### src/core/ufc_map.svh
/*
 * register map, field positions, reset values and fill levels of the uart flow-control core.
 * assumes: included by bare name; 32-bit classic wishbone words, data in the low byte.
 */
`ifndef UFC_MAP_SVH
`define UFC_MAP_SVH
`define UFC_ADR_EFR 8'h00
`define UFC_ADR_RES1 8'h04
`define UFC_ADR_RES2 8'h08
`define UFC_ADR_STP1 8'h0c
`define UFC_ADR_STP2 8'h10
`define UFC_ADR_IER 8'h14
`define UFC_ADR_ISR 8'h18
`define UFC_ADR_FCR 8'h1c
`define UFC_ADR_MCR 8'h20
`define UFC_ADR_DLD 8'h24
`define UFC_ADR_DLL 8'h28
`define UFC_ADR_DLM 8'h2c
`define UFC_ADR_STAT 8'h30
`define UFC_RST_BYTE 8'h00
`define UFC_DLL_PWRUP 8'h01
`define UFC_DLM_PWRUP 8'h00
`define UFC_ENH_MASK_IER 8'hf0
`define UFC_ENH_MASK_FCR 8'h38
`define UFC_ENH_MASK_MCR 8'he0
`define UFC_EFR_ENH 4
`define UFC_EFR_SPEC 5
`define UFC_EFR_ARTS 6
`define UFC_EFR_ACTS 7
`define UFC_EFR_RX 1:0
`define UFC_EFR_TX 3:2
`define UFC_FCR_TRIG 7:6
`define UFC_IER_ENH 7:4
`define UFC_DLD_SEL 7:6
`define UFC_DLD_RXRD 7
`define UFC_DLD_FRAC 5:0
`define UFC_DLD_BOTH 2'b00
`define UFC_DLD_NONE 2'b10
`define UFC_DLD_RXONLY 2'b11
`define UFC_SEL_NONE 2'b00
`define UFC_SEL_FIRST 2'b10
`define UFC_SEL_SECOND 2'b01
`define UFC_SEL_BOTH 2'b11
`define UFC_MCR_DTR 0
`define UFC_MCR_RTS 1
`define UFC_MCR_INTEN 3
`define UFC_IER_RXDATA 0
`define UFC_IER_STOP 5
`define UFC_IER_RTS 6
`define UFC_IER_CTS 7
`define UFC_LVL_0 6'd8
`define UFC_LVL_1 6'd16
`define UFC_LVL_2 6'd24
`define UFC_LVL_3 6'd28
`define UFC_LVL_TOP 6'd30
`define UFC_LVL_BOT 6'd4
`endif

### src/core/ufc_pkg.sv
/*
 * types of the uart flow-control core.
 * assumes: compiled before ufc_core.
 */
package ufc_pkg;
    typedef enum logic [2:0] {
        UFC_FC_IDLE = 3'b001,
        UFC_FC_FIRST = 3'b010,
        UFC_FC_SECOND = 3'b100
    } ufc_fc_state_t;
endpackage : ufc_pkg

### src/core/ufc_core.sv
/*
 * uart flow-control core: enhanced feature register, software and hardware
 * flow control, special character detect, enhanced-bit lock and reset states.
 * assumes: a receiver presents each character for one cycle, a fifo counter
 * gives the receive fill level, a transmitter serialises data and takes flow
 * characters by valid/ready; all inputs are synchronous to clk.
 */
// Design decisions made here: the register offsets and the Wishbone slave port.
`timescale 1ns/1ps
`include "ufc_map.svh"
module ufc_core
    import ufc_pkg::*;
(
    input wire logic clk,
    input wire logic sys_rst,
    input wire logic wb_cyc_i,
    input wire logic wb_stb_i,
    input wire logic wb_we_i,
    input wire logic [7:0] wb_adr_i,
    input wire logic [3:0] wb_sel_i,
    input wire logic [31:0] wb_dat_i,
    output logic [31:0] wb_dat_o,
    output logic wb_ack_o,
    input wire logic rx_valid,
    input wire logic [7:0] rx_data,
    input wire logic [5:0] rx_level,
    output logic rx_store,
    output logic [7:0] rx_store_data,
    input wire logic cts_n,
    output logic tx_halt,
    output logic fc_valid,
    input wire logic fc_ready,
    output logic [7:0] fc_data,
    input wire logic txd_raw,
    output logic txd_o,
    output logic rts_n,
    output logic dtr_n,
    output logic int_o,
    output logic int_oe_n,
    output logic [7:0] addr_match_char,
    output logic [15:0] tx_divisor,
    output logic [15:0] rx_divisor,
    output logic [5:0] frac_cfg
);
    logic [7:0] efr_q, efr_d, ier_q, ier_d, fcr_q, fcr_d, mcr_q, mcr_d, dld_q, dld_d;
    logic [7:0] resume_char_first_q, resume_char_first_d;
    logic [7:0] resume_char_second_q, resume_char_second_d;
    logic [7:0] stop_char_first_q, stop_char_first_d;
    logic [7:0] stop_char_second_q, stop_char_second_d;
    // divisors carry no reset: they keep their value across sys_rst
    logic [7:0] tx_dll_q = `UFC_DLL_PWRUP;
    logic [7:0] tx_dlm_q = `UFC_DLM_PWRUP;
    logic [7:0] rx_dll_q = `UFC_DLL_PWRUP;
    logic [7:0] rx_dlm_q = `UFC_DLM_PWRUP;
    logic [7:0] tx_dll_d, tx_dlm_d, rx_dll_d, rx_dlm_d;
    logic stop_flag_q, stop_flag_d, hw_flag_q, hw_flag_d;
    logic sw_halt_q, sw_halt_d, prev_stop1_q, prev_stop1_d, prev_res1_q, prev_res1_d;
    logic rts_block_q, rts_block_d, prev_cts_q, prev_cts_d;
    logic rx_store_q, rx_store_d;
    logic [7:0] rx_store_data_q, rx_store_data_d;
    ufc_fc_state_t fc_state_q, fc_state_d;
    logic stop_sent_q, stop_sent_d, send_stop_q, send_stop_d;
    logic [7:0] fc_data_q, fc_data_d;
    logic tx_halt_q, tx_halt_d, txd_q, txd_d, rts_n_q, rts_n_d, dtr_n_q, dtr_n_d;
    logic int_q, int_d, int_oe_n_q, int_oe_n_d;
    logic ack_q, ack_d;
    logic [31:0] dat_q, dat_d;
    logic wr_fire, rd_fire, dl_tx_wr, dl_rx_wr;
    logic [1:0] rx_sel, tx_sel;
    logic mode_either, mode_seq, enh;
    logic [3:0] hit;
    logic stop_now, resume_now, special, trig_hit, below_low, above_up;
    logic [5:0] lvl_trig, lvl_up, lvl_low;

    // hit[0..3]: first resume, second resume, first stop, second stop
    wire [7:0] cmp_char [4] = '{resume_char_first_q, resume_char_second_q,
                                 stop_char_first_q, stop_char_second_q};
    genvar gi;
    generate
        for (gi = 0; gi < 4; gi++) begin : g_cmp
            assign hit[gi] = (rx_data == cmp_char[gi]);
        end
    endgenerate

    // bus strobes: ack one cycle after request, effects at the ack edge
    assign wr_fire = wb_cyc_i && wb_stb_i && ack_q && wb_we_i && wb_sel_i[0];
    assign rd_fire = wb_cyc_i && wb_stb_i && ack_q && !wb_we_i;
    assign enh = efr_q[`UFC_EFR_ENH];
    assign rx_sel = efr_q[`UFC_EFR_RX];
    assign tx_sel = efr_q[`UFC_EFR_TX];
    // divisor write targets: both, transmit only, none, receive only
    assign dl_tx_wr = dld_q[`UFC_DLD_SEL] != `UFC_DLD_RXONLY &&
        dld_q[`UFC_DLD_SEL] != `UFC_DLD_NONE;
    assign dl_rx_wr = dld_q[`UFC_DLD_SEL] == `UFC_DLD_BOTH ||
        dld_q[`UFC_DLD_SEL] == `UFC_DLD_RXONLY;
    assign mode_either = (rx_sel == `UFC_SEL_BOTH) &&
        (tx_sel == `UFC_SEL_FIRST || tx_sel == `UFC_SEL_SECOND);
    assign mode_seq = (rx_sel == `UFC_SEL_BOTH) &&
        (tx_sel == `UFC_SEL_BOTH || tx_sel == `UFC_SEL_NONE);

    always_comb begin
        case (fcr_q[`UFC_FCR_TRIG])
            2'b00: begin lvl_trig = `UFC_LVL_0; lvl_up = `UFC_LVL_1; lvl_low = `UFC_LVL_BOT; end
            2'b01: begin lvl_trig = `UFC_LVL_1; lvl_up = `UFC_LVL_2; lvl_low = `UFC_LVL_0; end
            2'b10: begin lvl_trig = `UFC_LVL_2; lvl_up = `UFC_LVL_3; lvl_low = `UFC_LVL_1; end
            default: begin lvl_trig = `UFC_LVL_3; lvl_up = `UFC_LVL_TOP; lvl_low = `UFC_LVL_2; end
        endcase
    end
    assign trig_hit = rx_level >= lvl_trig;
    assign above_up = rx_level >= lvl_up;
    assign below_low = rx_level < lvl_low;

    // receive compare
    always_comb begin
        stop_now = 1'b0;
        resume_now = 1'b0;
        if (rx_valid) begin
            if (rx_sel == `UFC_SEL_FIRST) begin
                stop_now = hit[2];
                resume_now = hit[0];
            end else if (rx_sel == `UFC_SEL_SECOND) begin
                stop_now = hit[3];
                resume_now = hit[1];
            end else if (mode_either) begin
                stop_now = hit[2] || hit[3];
                resume_now = hit[0] || hit[1];
            end else if (mode_seq) begin
                stop_now = prev_stop1_q && hit[3];
                resume_now = prev_res1_q && hit[1];
            end
        end
    end
    assign special = rx_valid && efr_q[`UFC_EFR_SPEC] && hit[3];

    always_comb begin
        prev_stop1_d = prev_stop1_q;
        prev_res1_d = prev_res1_q;
        // in sequence mode the first character has already gone to the fifo;
        // only the completing second character is withheld
        if (rx_valid) begin
            prev_stop1_d = mode_seq && hit[2];
            prev_res1_d = mode_seq && hit[0];
        end
        // flow characters, except the first of a sequence pair, never enter the fifo; a special match under
        // first-pair compare is not a flow character and is stored
        rx_store_d = rx_valid && !stop_now && !resume_now;
        rx_store_data_d = rx_valid ? rx_data : rx_store_data_q;
        sw_halt_d = sw_halt_q;
        if (rx_sel == `UFC_SEL_NONE)
            sw_halt_d = 1'b0;
        else if (stop_now)
            sw_halt_d = 1'b1;
        else if (resume_now)
            sw_halt_d = 1'b0;
        rts_block_d = rts_block_q ? !below_low : above_up;
        prev_cts_d = cts_n;
    end

    // status flags: a set in the same cycle as a clear wins; held while locked
    always_comb begin
        stop_flag_d = stop_flag_q;
        hw_flag_d = hw_flag_q;
        if (enh) begin
            if (rd_fire && wb_adr_i == `UFC_ADR_ISR)
                stop_flag_d = 1'b0;
            if (resume_now)
                stop_flag_d = 1'b0;
            if (stop_now || special)
                stop_flag_d = 1'b1;
            if (rd_fire && wb_adr_i == `UFC_ADR_ISR)
                hw_flag_d = 1'b0;
            if ((efr_q[`UFC_EFR_ARTS] && rts_block_d != rts_block_q) ||
                (efr_q[`UFC_EFR_ACTS] && cts_n != prev_cts_q))
                hw_flag_d = 1'b1;
        end
    end

    // flow character sender
    always_comb begin
        fc_state_d = fc_state_q;
        stop_sent_d = stop_sent_q;
        send_stop_d = send_stop_q;
        fc_data_d = fc_data_q;
        case (fc_state_q)
            UFC_FC_IDLE: begin
                if (tx_sel == `UFC_SEL_NONE) begin
                    stop_sent_d = 1'b0;
                end else if (!stop_sent_q && trig_hit) begin
                    send_stop_d = 1'b1;
                    fc_data_d = (tx_sel == `UFC_SEL_SECOND) ?
                        stop_char_second_q : stop_char_first_q;
                    fc_state_d = UFC_FC_FIRST;
                end else if (stop_sent_q && below_low) begin
                    send_stop_d = 1'b0;
                    fc_data_d = (tx_sel == `UFC_SEL_SECOND) ?
                        resume_char_second_q : resume_char_first_q;
                    fc_state_d = UFC_FC_FIRST;
                end
            end
            UFC_FC_FIRST: begin
                if (fc_ready) begin
                    if (tx_sel == `UFC_SEL_BOTH) begin
                        fc_data_d = send_stop_q ? stop_char_second_q : resume_char_second_q;
                        fc_state_d = UFC_FC_SECOND;
                    end else begin
                        stop_sent_d = send_stop_q;
                        fc_state_d = UFC_FC_IDLE;
                    end
                end
            end
            UFC_FC_SECOND: begin
                if (fc_ready) begin
                    stop_sent_d = send_stop_q;
                    fc_state_d = UFC_FC_IDLE;
                end
            end
            default: fc_state_d = UFC_FC_IDLE;
        endcase
    end

    // pins
    always_comb begin
        // flow characters are not held back by cts; only queued data is
        tx_halt_d = (efr_q[`UFC_EFR_ACTS] && cts_n) || sw_halt_q;
        txd_d = txd_raw;
        dtr_n_d = !mcr_q[`UFC_MCR_DTR];
        if (!mcr_q[`UFC_MCR_RTS])
            rts_n_d = 1'b1;
        else if (efr_q[`UFC_EFR_ARTS])
            rts_n_d = rts_block_q;
        else
            rts_n_d = 1'b0;
        int_d = (ier_q[`UFC_IER_RXDATA] && trig_hit) ||
            (ier_q[`UFC_IER_STOP] && stop_flag_q) ||
            ((ier_q[`UFC_IER_RTS] || ier_q[`UFC_IER_CTS]) && hw_flag_q);
        int_oe_n_d = !mcr_q[`UFC_MCR_INTEN];
    end

    // register writes
    always_comb begin
        efr_d = efr_q;
        resume_char_first_d = resume_char_first_q;
        resume_char_second_d = resume_char_second_q;
        stop_char_first_d = stop_char_first_q;
        stop_char_second_d = stop_char_second_q;
        ier_d = ier_q;
        fcr_d = fcr_q;
        mcr_d = mcr_q;
        dld_d = dld_q;
        tx_dll_d = tx_dll_q;
        tx_dlm_d = tx_dlm_q;
        rx_dll_d = rx_dll_q;
        rx_dlm_d = rx_dlm_q;
        if (wr_fire) begin
            case (wb_adr_i)
                `UFC_ADR_EFR: efr_d = wb_dat_i[7:0];
                `UFC_ADR_RES1: resume_char_first_d = wb_dat_i[7:0];
                `UFC_ADR_RES2: resume_char_second_d = wb_dat_i[7:0];
                `UFC_ADR_STP1: stop_char_first_d = wb_dat_i[7:0];
                `UFC_ADR_STP2: stop_char_second_d = wb_dat_i[7:0];
                `UFC_ADR_IER: ier_d = enh ? wb_dat_i[7:0] :
                    ((wb_dat_i[7:0] & ~`UFC_ENH_MASK_IER) | (ier_q & `UFC_ENH_MASK_IER));
                `UFC_ADR_FCR: fcr_d = enh ? wb_dat_i[7:0] :
                    ((wb_dat_i[7:0] & ~`UFC_ENH_MASK_FCR) | (fcr_q & `UFC_ENH_MASK_FCR));
                `UFC_ADR_MCR: mcr_d = enh ? wb_dat_i[7:0] :
                    ((wb_dat_i[7:0] & ~`UFC_ENH_MASK_MCR) | (mcr_q & `UFC_ENH_MASK_MCR));
                `UFC_ADR_DLD: if (enh) dld_d = wb_dat_i[7:0];
                `UFC_ADR_DLL: begin
                    if (dl_tx_wr) tx_dll_d = wb_dat_i[7:0];
                    if (dl_rx_wr) rx_dll_d = wb_dat_i[7:0];
                end
                `UFC_ADR_DLM: begin
                    if (dl_tx_wr) tx_dlm_d = wb_dat_i[7:0];
                    if (dl_rx_wr) rx_dlm_d = wb_dat_i[7:0];
                end
                default: ;
            endcase
        end
    end

    // read data is registered on the request edge, valid while ack is high
    always_comb begin
        ack_d = wb_cyc_i && wb_stb_i && !ack_q;
        dat_d = 32'h0;
        case (wb_adr_i)
            `UFC_ADR_EFR: dat_d[7:0] = efr_q;
            `UFC_ADR_RES1: dat_d[7:0] = resume_char_first_q;
            `UFC_ADR_RES2: dat_d[7:0] = resume_char_second_q;
            `UFC_ADR_STP1: dat_d[7:0] = stop_char_first_q;
            `UFC_ADR_STP2: dat_d[7:0] = stop_char_second_q;
            `UFC_ADR_IER: dat_d[7:0] = ier_q;
            `UFC_ADR_ISR: dat_d[7:0] = {2'b00, hw_flag_q, stop_flag_q, 3'b000, !int_q};
            `UFC_ADR_FCR: dat_d[7:0] = fcr_q;
            `UFC_ADR_MCR: dat_d[7:0] = mcr_q;
            `UFC_ADR_DLD: dat_d[7:0] = dld_q;
            `UFC_ADR_DLL: dat_d[7:0] = dld_q[`UFC_DLD_RXRD] ? rx_dll_q : tx_dll_q;
            `UFC_ADR_DLM: dat_d[7:0] = dld_q[`UFC_DLD_RXRD] ? rx_dlm_q : tx_dlm_q;
            `UFC_ADR_STAT: dat_d[7:0] = {rts_block_q, sw_halt_q, stop_sent_q, tx_halt_q,
                                         fc_state_q != UFC_FC_IDLE, 3'b000};
            default: dat_d = 32'h0;
        endcase
    end

    always_ff @(posedge clk) begin
        tx_dll_q <= tx_dll_d;
        tx_dlm_q <= tx_dlm_d;
        rx_dll_q <= rx_dll_d;
        rx_dlm_q <= rx_dlm_d;
        if (sys_rst) begin
            efr_q <= `UFC_RST_BYTE;
            resume_char_first_q <= `UFC_RST_BYTE;
            resume_char_second_q <= `UFC_RST_BYTE;
            stop_char_first_q <= `UFC_RST_BYTE;
            stop_char_second_q <= `UFC_RST_BYTE;
            ier_q <= `UFC_RST_BYTE;
            fcr_q <= `UFC_RST_BYTE;
            mcr_q <= `UFC_RST_BYTE;
            dld_q <= `UFC_RST_BYTE;
            stop_flag_q <= 1'b0;
            hw_flag_q <= 1'b0;
            sw_halt_q <= 1'b0;
            prev_stop1_q <= 1'b0;
            prev_res1_q <= 1'b0;
            rts_block_q <= 1'b0;
            prev_cts_q <= 1'b1;
            rx_store_q <= 1'b0;
            rx_store_data_q <= `UFC_RST_BYTE;
            fc_state_q <= UFC_FC_IDLE;
            stop_sent_q <= 1'b0;
            send_stop_q <= 1'b0;
            fc_data_q <= `UFC_RST_BYTE;
            tx_halt_q <= 1'b0;
            txd_q <= 1'b1;
            rts_n_q <= 1'b1;
            dtr_n_q <= 1'b1;
            int_q <= 1'b0;
            int_oe_n_q <= 1'b1;
            ack_q <= 1'b0;
            dat_q <= 32'h0;
        end else begin
            efr_q <= efr_d;
            resume_char_first_q <= resume_char_first_d;
            resume_char_second_q <= resume_char_second_d;
            stop_char_first_q <= stop_char_first_d;
            stop_char_second_q <= stop_char_second_d;
            ier_q <= ier_d;
            fcr_q <= fcr_d;
            mcr_q <= mcr_d;
            dld_q <= dld_d;
            stop_flag_q <= stop_flag_d;
            hw_flag_q <= hw_flag_d;
            sw_halt_q <= sw_halt_d;
            prev_stop1_q <= prev_stop1_d;
            prev_res1_q <= prev_res1_d;
            rts_block_q <= rts_block_d;
            prev_cts_q <= prev_cts_d;
            rx_store_q <= rx_store_d;
            rx_store_data_q <= rx_store_data_d;
            fc_state_q <= fc_state_d;
            stop_sent_q <= stop_sent_d;
            send_stop_q <= send_stop_d;
            fc_data_q <= fc_data_d;
            tx_halt_q <= tx_halt_d;
            txd_q <= txd_d;
            rts_n_q <= rts_n_d;
            dtr_n_q <= dtr_n_d;
            int_q <= int_d;
            int_oe_n_q <= int_oe_n_d;
            ack_q <= ack_d;
            dat_q <= dat_d;
        end
    end

    assign wb_ack_o = ack_q;
    assign wb_dat_o = dat_q;
    assign rx_store = rx_store_q;
    assign rx_store_data = rx_store_data_q;
    assign tx_halt = tx_halt_q;
    assign fc_valid = (fc_state_q != UFC_FC_IDLE);
    assign fc_data = fc_data_q;
    assign txd_o = txd_q;
    assign rts_n = rts_n_q;
    assign dtr_n = dtr_n_q;
    assign int_o = int_q;
    assign int_oe_n = int_oe_n_q;
    assign addr_match_char = stop_char_second_q;
    assign tx_divisor = {tx_dlm_q, tx_dll_q};
    assign rx_divisor = {rx_dlm_q, rx_dll_q};
    assign frac_cfg = dld_q[`UFC_DLD_FRAC];
endmodule : ufc_core

### config.mk
export PLATFORM = sky130hd
export DESIGN_NAME = ufc_core
export DESIGN_NICKNAME = d
export VERILOG_FILES = /design/src/core/ufc_pkg.sv /design/src/core/ufc_core.sv
export VERILOG_INCLUDE_DIRS = /design/src /design/src/core
export SDC_FILE = /design/constraint.sdc
export NUM_CORES = 1
export LEC_CHECK = 0
export BUFFER_PORTS_ARGS = -buffer_cell sky130_fd_sc_hd__buf_4
export CAP_MARGIN = 20
export CORE_UTILIZATION = 25
export DETAILED_ROUTE_END_ITERATION = 10
export HOLD_SLACK_MARGIN = 0.12
export PLACE_DENSITY = 0.43
export RECOVER_POWER = 50
export REMOVE_ABC_BUFFERS = 1
export SYNTH_ARGS = -nofsm -noshare
export SYNTH_HDL_FRONTEND = slang
export SYNTH_SLANG_ARGS = --single-unit
### constraint.sdc
create_clock -name clk -period 4.8 [get_ports clk]
set_input_delay 0.96 -clock clk [delete_from_list [all_inputs] [get_ports clk]]
set_output_delay 0.96 -clock clk [all_outputs]
set_load 0.02 [all_outputs]
==> results.yml, run 1 <==
clock_network:
  clk_path_buf_depth: 2
  ctsHtreeMaxLevel: 4
  cts_made_buffers: 17
  cts_post_setup_buffers_inserted: 0
  numClockSinks: 148
  clk_pin_slew_ps: 70
  cts_root_buffer: "sky130_fd_sc_hd__clkbuf_16"
  post_cts_resized: 0
  clock_insertion_delay_worst_skew_ps: 430
  tritoncts: "done"
  cts.hold.buffers_added: 0
yosys:
  synthesis.instances: 794
  post_synth_instance_area_mm2: 0.00749
  synthesis.area_per_instance_um2: 9.44
  synth.ff_latch_count: 148
  ys_warn_count: 0
  yosys_most_used_dff: "sky130_fd_sc_hd__dfxtp_1"
  synth_top_area_cell: "sky130_fd_sc_hd__dfxtp_1"
  async_flop_share_pct: 0
  yosysMostFrequentCell: "sky130_fd_sc_hd__dfxtp_1"
  synth.area.top_cells: "sky130_fd_sc_hd__dfxtp_1, sky130_fd_sc_hd__edfxtp_1, sky130_fd_sc_hd__mux2i_1, sky130_fd_sc_hd__nor2_1, sky130_fd_sc_hd__a21oi_1"
  post_synth_num_cell_types: 70
  synth_sequential_area_ratio_pct: 43.8
  netlist.area_leader.share_pct: 31.0
  synth_top_cells_by_count: "sky130_fd_sc_hd__dfxtp_1, sky130_fd_sc_hd__nor2_1, sky130_fd_sc_hd__mux2i_1, sky130_fd_sc_hd__nand2_1, sky130_fd_sc_hd__a21oi_1"
  synth-edff-count: 32
run_status:
  result_of_the_run: "finished, violations left"
  violations_in_the_final_reports: "capacitance limit, slew limit"
floorplan:
  total_die_area_mm2: 0.0307
  die_width_um: 175
  starting_density_of_the_core_pct: 25.4
  design.portCount: 170
  core.rowCount: 63
  floorplan.core_area_mm2: 0.0296
  die_h_um: 175
finish:
  post_route_cell_area_mm2: 0.00884
  antenna_cells_inserted: 0
  multiInputGateArea_mm2: 0.00377
  drive_above_1_share_pct: 11.8
  fillers: 3193
  post_layout_nonfiller_instances: 1280
  nets: 954
  areaGrowthSynthToFinish_pct: 18.0
  regArea_mm2: 0.00328
  final_core_util_pct: 29.9
setup_path:
  r2r.worst_path.cells: 7
  worst-endpoint-arrival_ps: 3600
  crit_required_ps: 5110
  category_of_the_worst_setup_path_launch_point: "input port"
  crit_type: "input port to register"
  worst-r2r-setup-slack_ps: 1850
  crit_end_category: "register"
  crit-reg2reg-capture: "fc_data[6]"
  timing.critical_path.fanout_max: 63
  crit-reg2reg-launch: "fcr_q[7]"
sta:
  min_period_ps: 3290
  rsz_0062_raised_after_global_routing: "false"
  clock.fmax_mhz: 304
  slew_viols_final: 50
  worst_slack_ps: 1510
  tightest_slew_ps: 2270
  finalSetupViolCount: 0
  fin_worst_hold_slack_ps: 430
  setup_tns_ps: 0
  final-hold-violation-count: 0
  relSlewSlack_pct: -51.0
  fin_worst_skew_ps: 9.15
  min_period_over_period_pct: 68.6
place:
  setup_ws_pre_cts_ps: 1400
  finalWeightedCongestion: 0.799
  hpwl_mm: 18.5
  count_of_port_buffers_added_during_placement: 118
  total_instance_count_after_detailed_placement: 1248
  placed_cell_area_mm2: 0.00857
route:
  final_antenna_net_count: 0
  drt-pass1-iter-count: 7
  drt_iter0_drc: 548
  drc_errors: 0
  drt-total-wl_mm: 25.6
  vias: 6165
  post_drt_wl_per_cell_um: 20.0
  detail_route.vias_per_cell: 4.82
hold_path:
  hold-path-cell-count: 1
  worst_hold_launch: "mcr_q[0]"
  hold_worst_path_end: "dtr_n"
  hold_path.class: "register to register"
grt:
  gr-total-overflow: 0
  first_global_vias: 5942
  global_route_wire_length_before_repair_mm: 38.2
  initial_antenna_violation_count: 0
  grt_use_total_pct: 16.8
  grt_start_max_net_pins: 64
pwr:
  ir_worst_vdd_mv: 0.225
  power-per-cell-area_mw_per_mm2: 322
  total_power_mw: 2.85
  static_power_due_to_leakage_nw: 2.89
job:
  max-cap-violations: 1
## report_power, final
part	switching, mW	internal (mW)	leakage, nW
sequential	0.00340	1.28	1.22
combinational	0.125	0.0528	1.38
clock	0.610	0.782	0.288
total	0.738	2.11	2.89
## cell families (layout without fill, tap and decap cells)
kind of cell	Yosys count	in the layout	share of synthesized area, %
adder cells (fa/ha/maj)	10	10	1.67
flip-flops	148	148	43.8
AO/OA/AOI/OAI	177	177	15.5
XOR/XNOR	33	33	3.86
multiplexers	81	81	11.2
other	1	24	0.0500
buffers and inverters	103	176	7.15
AND/OR/NAND/NOR	241	241	16.8
## worst max-delay path, cell delays in order
cell                       delay (ps)
sky130_fd_sc_hd__buf_4            540
sky130_fd_sc_hd__clkbuf_1        1670
sky130_fd_sc_hd__nand3b_1         260
sky130_fd_sc_hd__o22ai_1          110
## layout make-up
| type | instances | area share (%) |
|---|---|---|
| Timing Repair Buffer | 129 | 7.26 |
| Clock inverter | 15 | 1.94 |
| Clock buffer | 17 | 4.81 |
| Sequential cell | 148 | 37.1 |
| Tap cell | 390 | 5.52 |
| Multi-Input combinational cell | 566 | 42.7 |
| Inverter | 15 | 0.637 |
## worst max path at each step
stage	from	to	slack, ps	cells after the start
3_3_place_gp	rx_level[4]	fc_data[1]	1430	7
5_1_grt	sys_rst	stop_flag_q	1240	4
3_5_place_dp	rx_level[4]	fc_data[6]	1400	7
2_1_floorplan	wb_adr_i[5]	resume_char_first_q[0]	590	5
4_1_cts	fc_state_q[0]	fc_valid	1770	4
6_report	sys_rst	stop_flag_q	1510	4
## placed cells by master, fill, tap and decap left out, types with 7 or more instances in the layout
| master | Yosys | layout |
|---|---|---|
| sky130_fd_sc_hd__dfxtp_1 | 116 | 116 |
| sky130_fd_sc_hd__nor2_1 | 93 | 93 |
| sky130_fd_sc_hd__clkbuf_1 | 38 | 87 |
| sky130_fd_sc_hd__mux2i_1 | 69 | 69 |
| sky130_fd_sc_hd__nand2_1 | 55 | 55 |
| sky130_fd_sc_hd__a21oi_1 | 47 | 47 |
| sky130_fd_sc_hd__buf_4 | 31 | 42 |
| sky130_fd_sc_hd__o21ai_0 | 32 | 32 |
| sky130_fd_sc_hd__edfxtp_1 | 32 | 32 |
| sky130_fd_sc_hd__conb_1 | 1 | 24 |
| sky130_fd_sc_hd__xnor2_1 | 20 | 20 |
| sky130_fd_sc_hd__a22oi_1 | 18 | 18 |
| sky130_fd_sc_hd__clkbuf_16 | 0 | 17 |
| sky130_fd_sc_hd__inv_1 | 15 | 15 |
| sky130_fd_sc_hd__nand3_1 | 14 | 14 |
| sky130_fd_sc_hd__o22ai_1 | 14 | 14 |
| sky130_fd_sc_hd__xor2_1 | 13 | 13 |
| sky130_fd_sc_hd__nand3b_1 | 11 | 11 |
| sky130_fd_sc_hd__mux2_2 | 11 | 11 |
| sky130_fd_sc_hd__a31oi_1 | 10 | 10 |
| sky130_fd_sc_hd__ha_1 | 10 | 10 |
| sky130_fd_sc_hd__nand4_1 | 8 | 8 |
| sky130_fd_sc_hd__o2bb2ai_1 | 7 | 7 |
| sky130_fd_sc_hd__o31ai_1 | 7 | 7 |
| sky130_fd_sc_hd__nor3_1 | 7 | 7 |
| sky130_fd_sc_hd__a222oi_1 | 7 | 7 |
| sky130_fd_sc_hd__nand2b_1 | 7 | 7 |
## routing by layer
layer  track usage [%]  wire (µm)  vias up
li1                  -          -     2986
met1              23.4      12300     3000
met2              26.5      12000      162
met3              2.85        998       17
met4              4.60        302        0
met5                 0          0        -
No activity file was read; power rests on OpenSTA's default activity.
==> inputs of run 2 (changes only) <==
- clock period: 4.8 -> 3.18 ns (I/O delays scaled with it)
==> run 2 against run 1 <==
  * The run now ends clean
  * Die area unchanged
  * Sequential share of layout area down 0.30 points
  * Global-route usage up 0.12 points
  * Via count up 2.5%
  * Worst setup slack worse by 950 ps
  * Critical path type is now register to register
  * Critical endpoint is now fc_data[4]
  * Largest power group unchanged
  * Highest routed layer unchanged
==> results.yml, run 2 (same netlist as run 1, synthesis figures left out) <==
run_status:
  result_of_the_run: "finished, final reports clean"
finish:
  areaGrowthSynthToFinish_pct: 18.9
  multiInputGateArea_mm2: 0.00377
  mostFrequentLayoutCell: "sky130_fd_sc_hd__dfxtp_1"
  antenna_cells_inserted: 0
  post_layout_nonfiller_instances: 1296
  layout.cells.most_common_list: "sky130_fd_sc_hd__dfxtp_1, sky130_fd_sc_hd__nor2_1, sky130_fd_sc_hd__clkbuf_1"
  nets: 970
  drive_above_1_share_pct: 13.0
  regArea_mm2: 0.00328
  fillers: 3169
hold_path:
  hold_path.class: "input port to register"
  hold-path-cell-count: 2
  hold_worst_path_end: "txd_o"
  worst_hold_launch: "txd_raw"
route:
  drt-total-wl_mm: 25.8
  drt-pass1-iter-count: 6
  vias: 6317
  drt_iter0_drc: 529
  drc_errors: 0
  detail_route.vias_per_cell: 4.87
  final_antenna_net_count: 0
  post_drt_wl_per_cell_um: 19.9
clock_network:
  clk_pin_slew_ps: 60
  tritoncts: "done"
  cts_root_buffer: "sky130_fd_sc_hd__clkbuf_16"
  cts.hold.buffers_added: 0
  post_cts_resized: 0
  clk_path_buf_depth: 2
  cts_post_setup_buffers_inserted: 0
  numClockSinks: 148
  clock_insertion_delay_worst_skew_ps: 430
  ctsHtreeMaxLevel: 4
  cts_made_buffers: 17
sta:
  worst_slack_ps: 554
  relSlewSlack_pct: 26.8
  final-hold-violation-count: 0
  rsz_0062_raised_after_global_routing: "false"
  tightest_slew_ps: 1100
  min_period_ps: 2630
  clock.fmax_mhz: 381
  slew_viols_final: 0
  min_period_over_period_pct: 82.6
  fin_worst_skew_ps: 11.9
  setup_tns_ps: 0
  finalSetupViolCount: 0
setup_path:
  crit_required_ps: 3490
  r2r.worst_path.cells: 7
  category_of_the_worst_setup_path_launch_point: "register"
  worst-r2r-setup-slack_ps: 550
  crit_type: "register to register"
  crit-reg2reg-launch: "fcr_q[7]"
  worst-endpoint-arrival_ps: 2940
  timing.critical_path.fanout_max: 9
  crit-reg2reg-capture: "fc_data[4]"
  crit_end_category: "register"
grt:
  initial_antenna_violation_count: 0
  grt_start_max_net_pins: 93
  global_route_wire_length_before_repair_mm: 38.6
  first_global_vias: 6058
  gr-total-overflow: 0
  grt_use_total_pct: 16.9
place:
  setup_ws_pre_cts_ps: 392
  total_instance_count_after_detailed_placement: 1264
  count_of_port_buffers_added_during_placement: 118
  finalWeightedCongestion: 0.841
  hpwl_mm: 18.8
floorplan:
  design.portCount: 170
  starting_density_of_the_core_pct: 25.4
  floorplan.core_area_mm2: 0.0296
  core.rowCount: 63
  die_width_um: 175
  total_die_area_mm2: 0.0307
  die_h_um: 175
pwr:
  power-per-cell-area_mw_per_mm2: 467
  static_power_due_to_leakage_nw: 2.93
  ir_worst_vdd_mv: 0.352
job:
  max-cap-violations: 0
## run 2: cell types whose count changed in the layout (fill, tap and decap cells not counted)
cell	previous run	this run
sky130_fd_sc_hd__clkinvlp_4	1	3
sky130_fd_sc_hd__clkinvlp_2	1	2
sky130_fd_sc_hd__bufinv_16	2	1
sky130_fd_sc_hd__clkbuf_1	87	90
sky130_fd_sc_hd__buf_4	42	55
sky130_fd_sc_hd__inv_8	3	0
sky130_fd_sc_hd__clkbuf_4	0	1
## run 2: layout make-up
class	instances	area share [%]
Multi-Input combinational cell	566	42.3
Clock buffer	18	4.81
Clock inverter	14	1.43
Sequential cell	148	36.8
Timing Repair Buffer	145	8.46
Tap cell	390	5.47
Inverter	15	0.632
## run 2: per-layer routing
| layer | up-vias | global-route usage (%) | share of wire, % |
|---|---|---|---|
| met2 | 166 | 26.8 | 47 |
| li1 | 3039 | - | - |
| met3 | 21 | 2.31 | 3.7 |
| met1 | 3091 | 23.6 | 48 |
| met4 | 0 | 5.25 | 1.3 |
| met5 | - | 0 | 0 |
## run 2: worst max path at each step
stage,cells after the start,startpoint,to,slack (ps)
floorplan,5,wb_adr_i[5],resume_char_first_q[0],-710
global placement,5,wb_adr_i[4],tx_dlm_q[7],390
detailed placement,5,wb_adr_i[4],tx_dlm_q[5],390
CTS,7,fcr_q[7],fc_data[4],600
global route,5,sys_rst,sw_halt_q,380
finish,7,fcr_q[7],fc_data[4],550
## run 2: where the power goes
part | internal, mW | switching [mW] | leakage [nW]
clock network | 1.08 | 0.880 | 0.257
registers | 1.93 | 0.00516 | 1.22
logic | 0.0829 | 0.189 | 1.45
## run 2: worst max-delay path, stage by stage (launching register included)
cell                       delay [ps]
sky130_fd_sc_hd__dfxtp_1          550
sky130_fd_sc_hd__nor2_1           120
sky130_fd_sc_hd__ha_1             340
sky130_fd_sc_hd__a211oi_1         110
sky130_fd_sc_hd__o22a_1           280
sky130_fd_sc_hd__a31oi_1          700
sky130_fd_sc_hd__o22ai_1          150
sky130_fd_sc_hd__o31a_1           260
## run 2: per-stage QoR
step,power [mW],utilization [%],area (µm²),hold slack (ps)
after global placement,2.26,29.4,8700,420
after floorplan,2.09,-,7100,382
final,4.17,30.2,8910,385
after global routing,4.31,30.2,8910,384
after CTS,4.23,31.3,9260,370
after detailed placement,2.26,29.4,8700,410
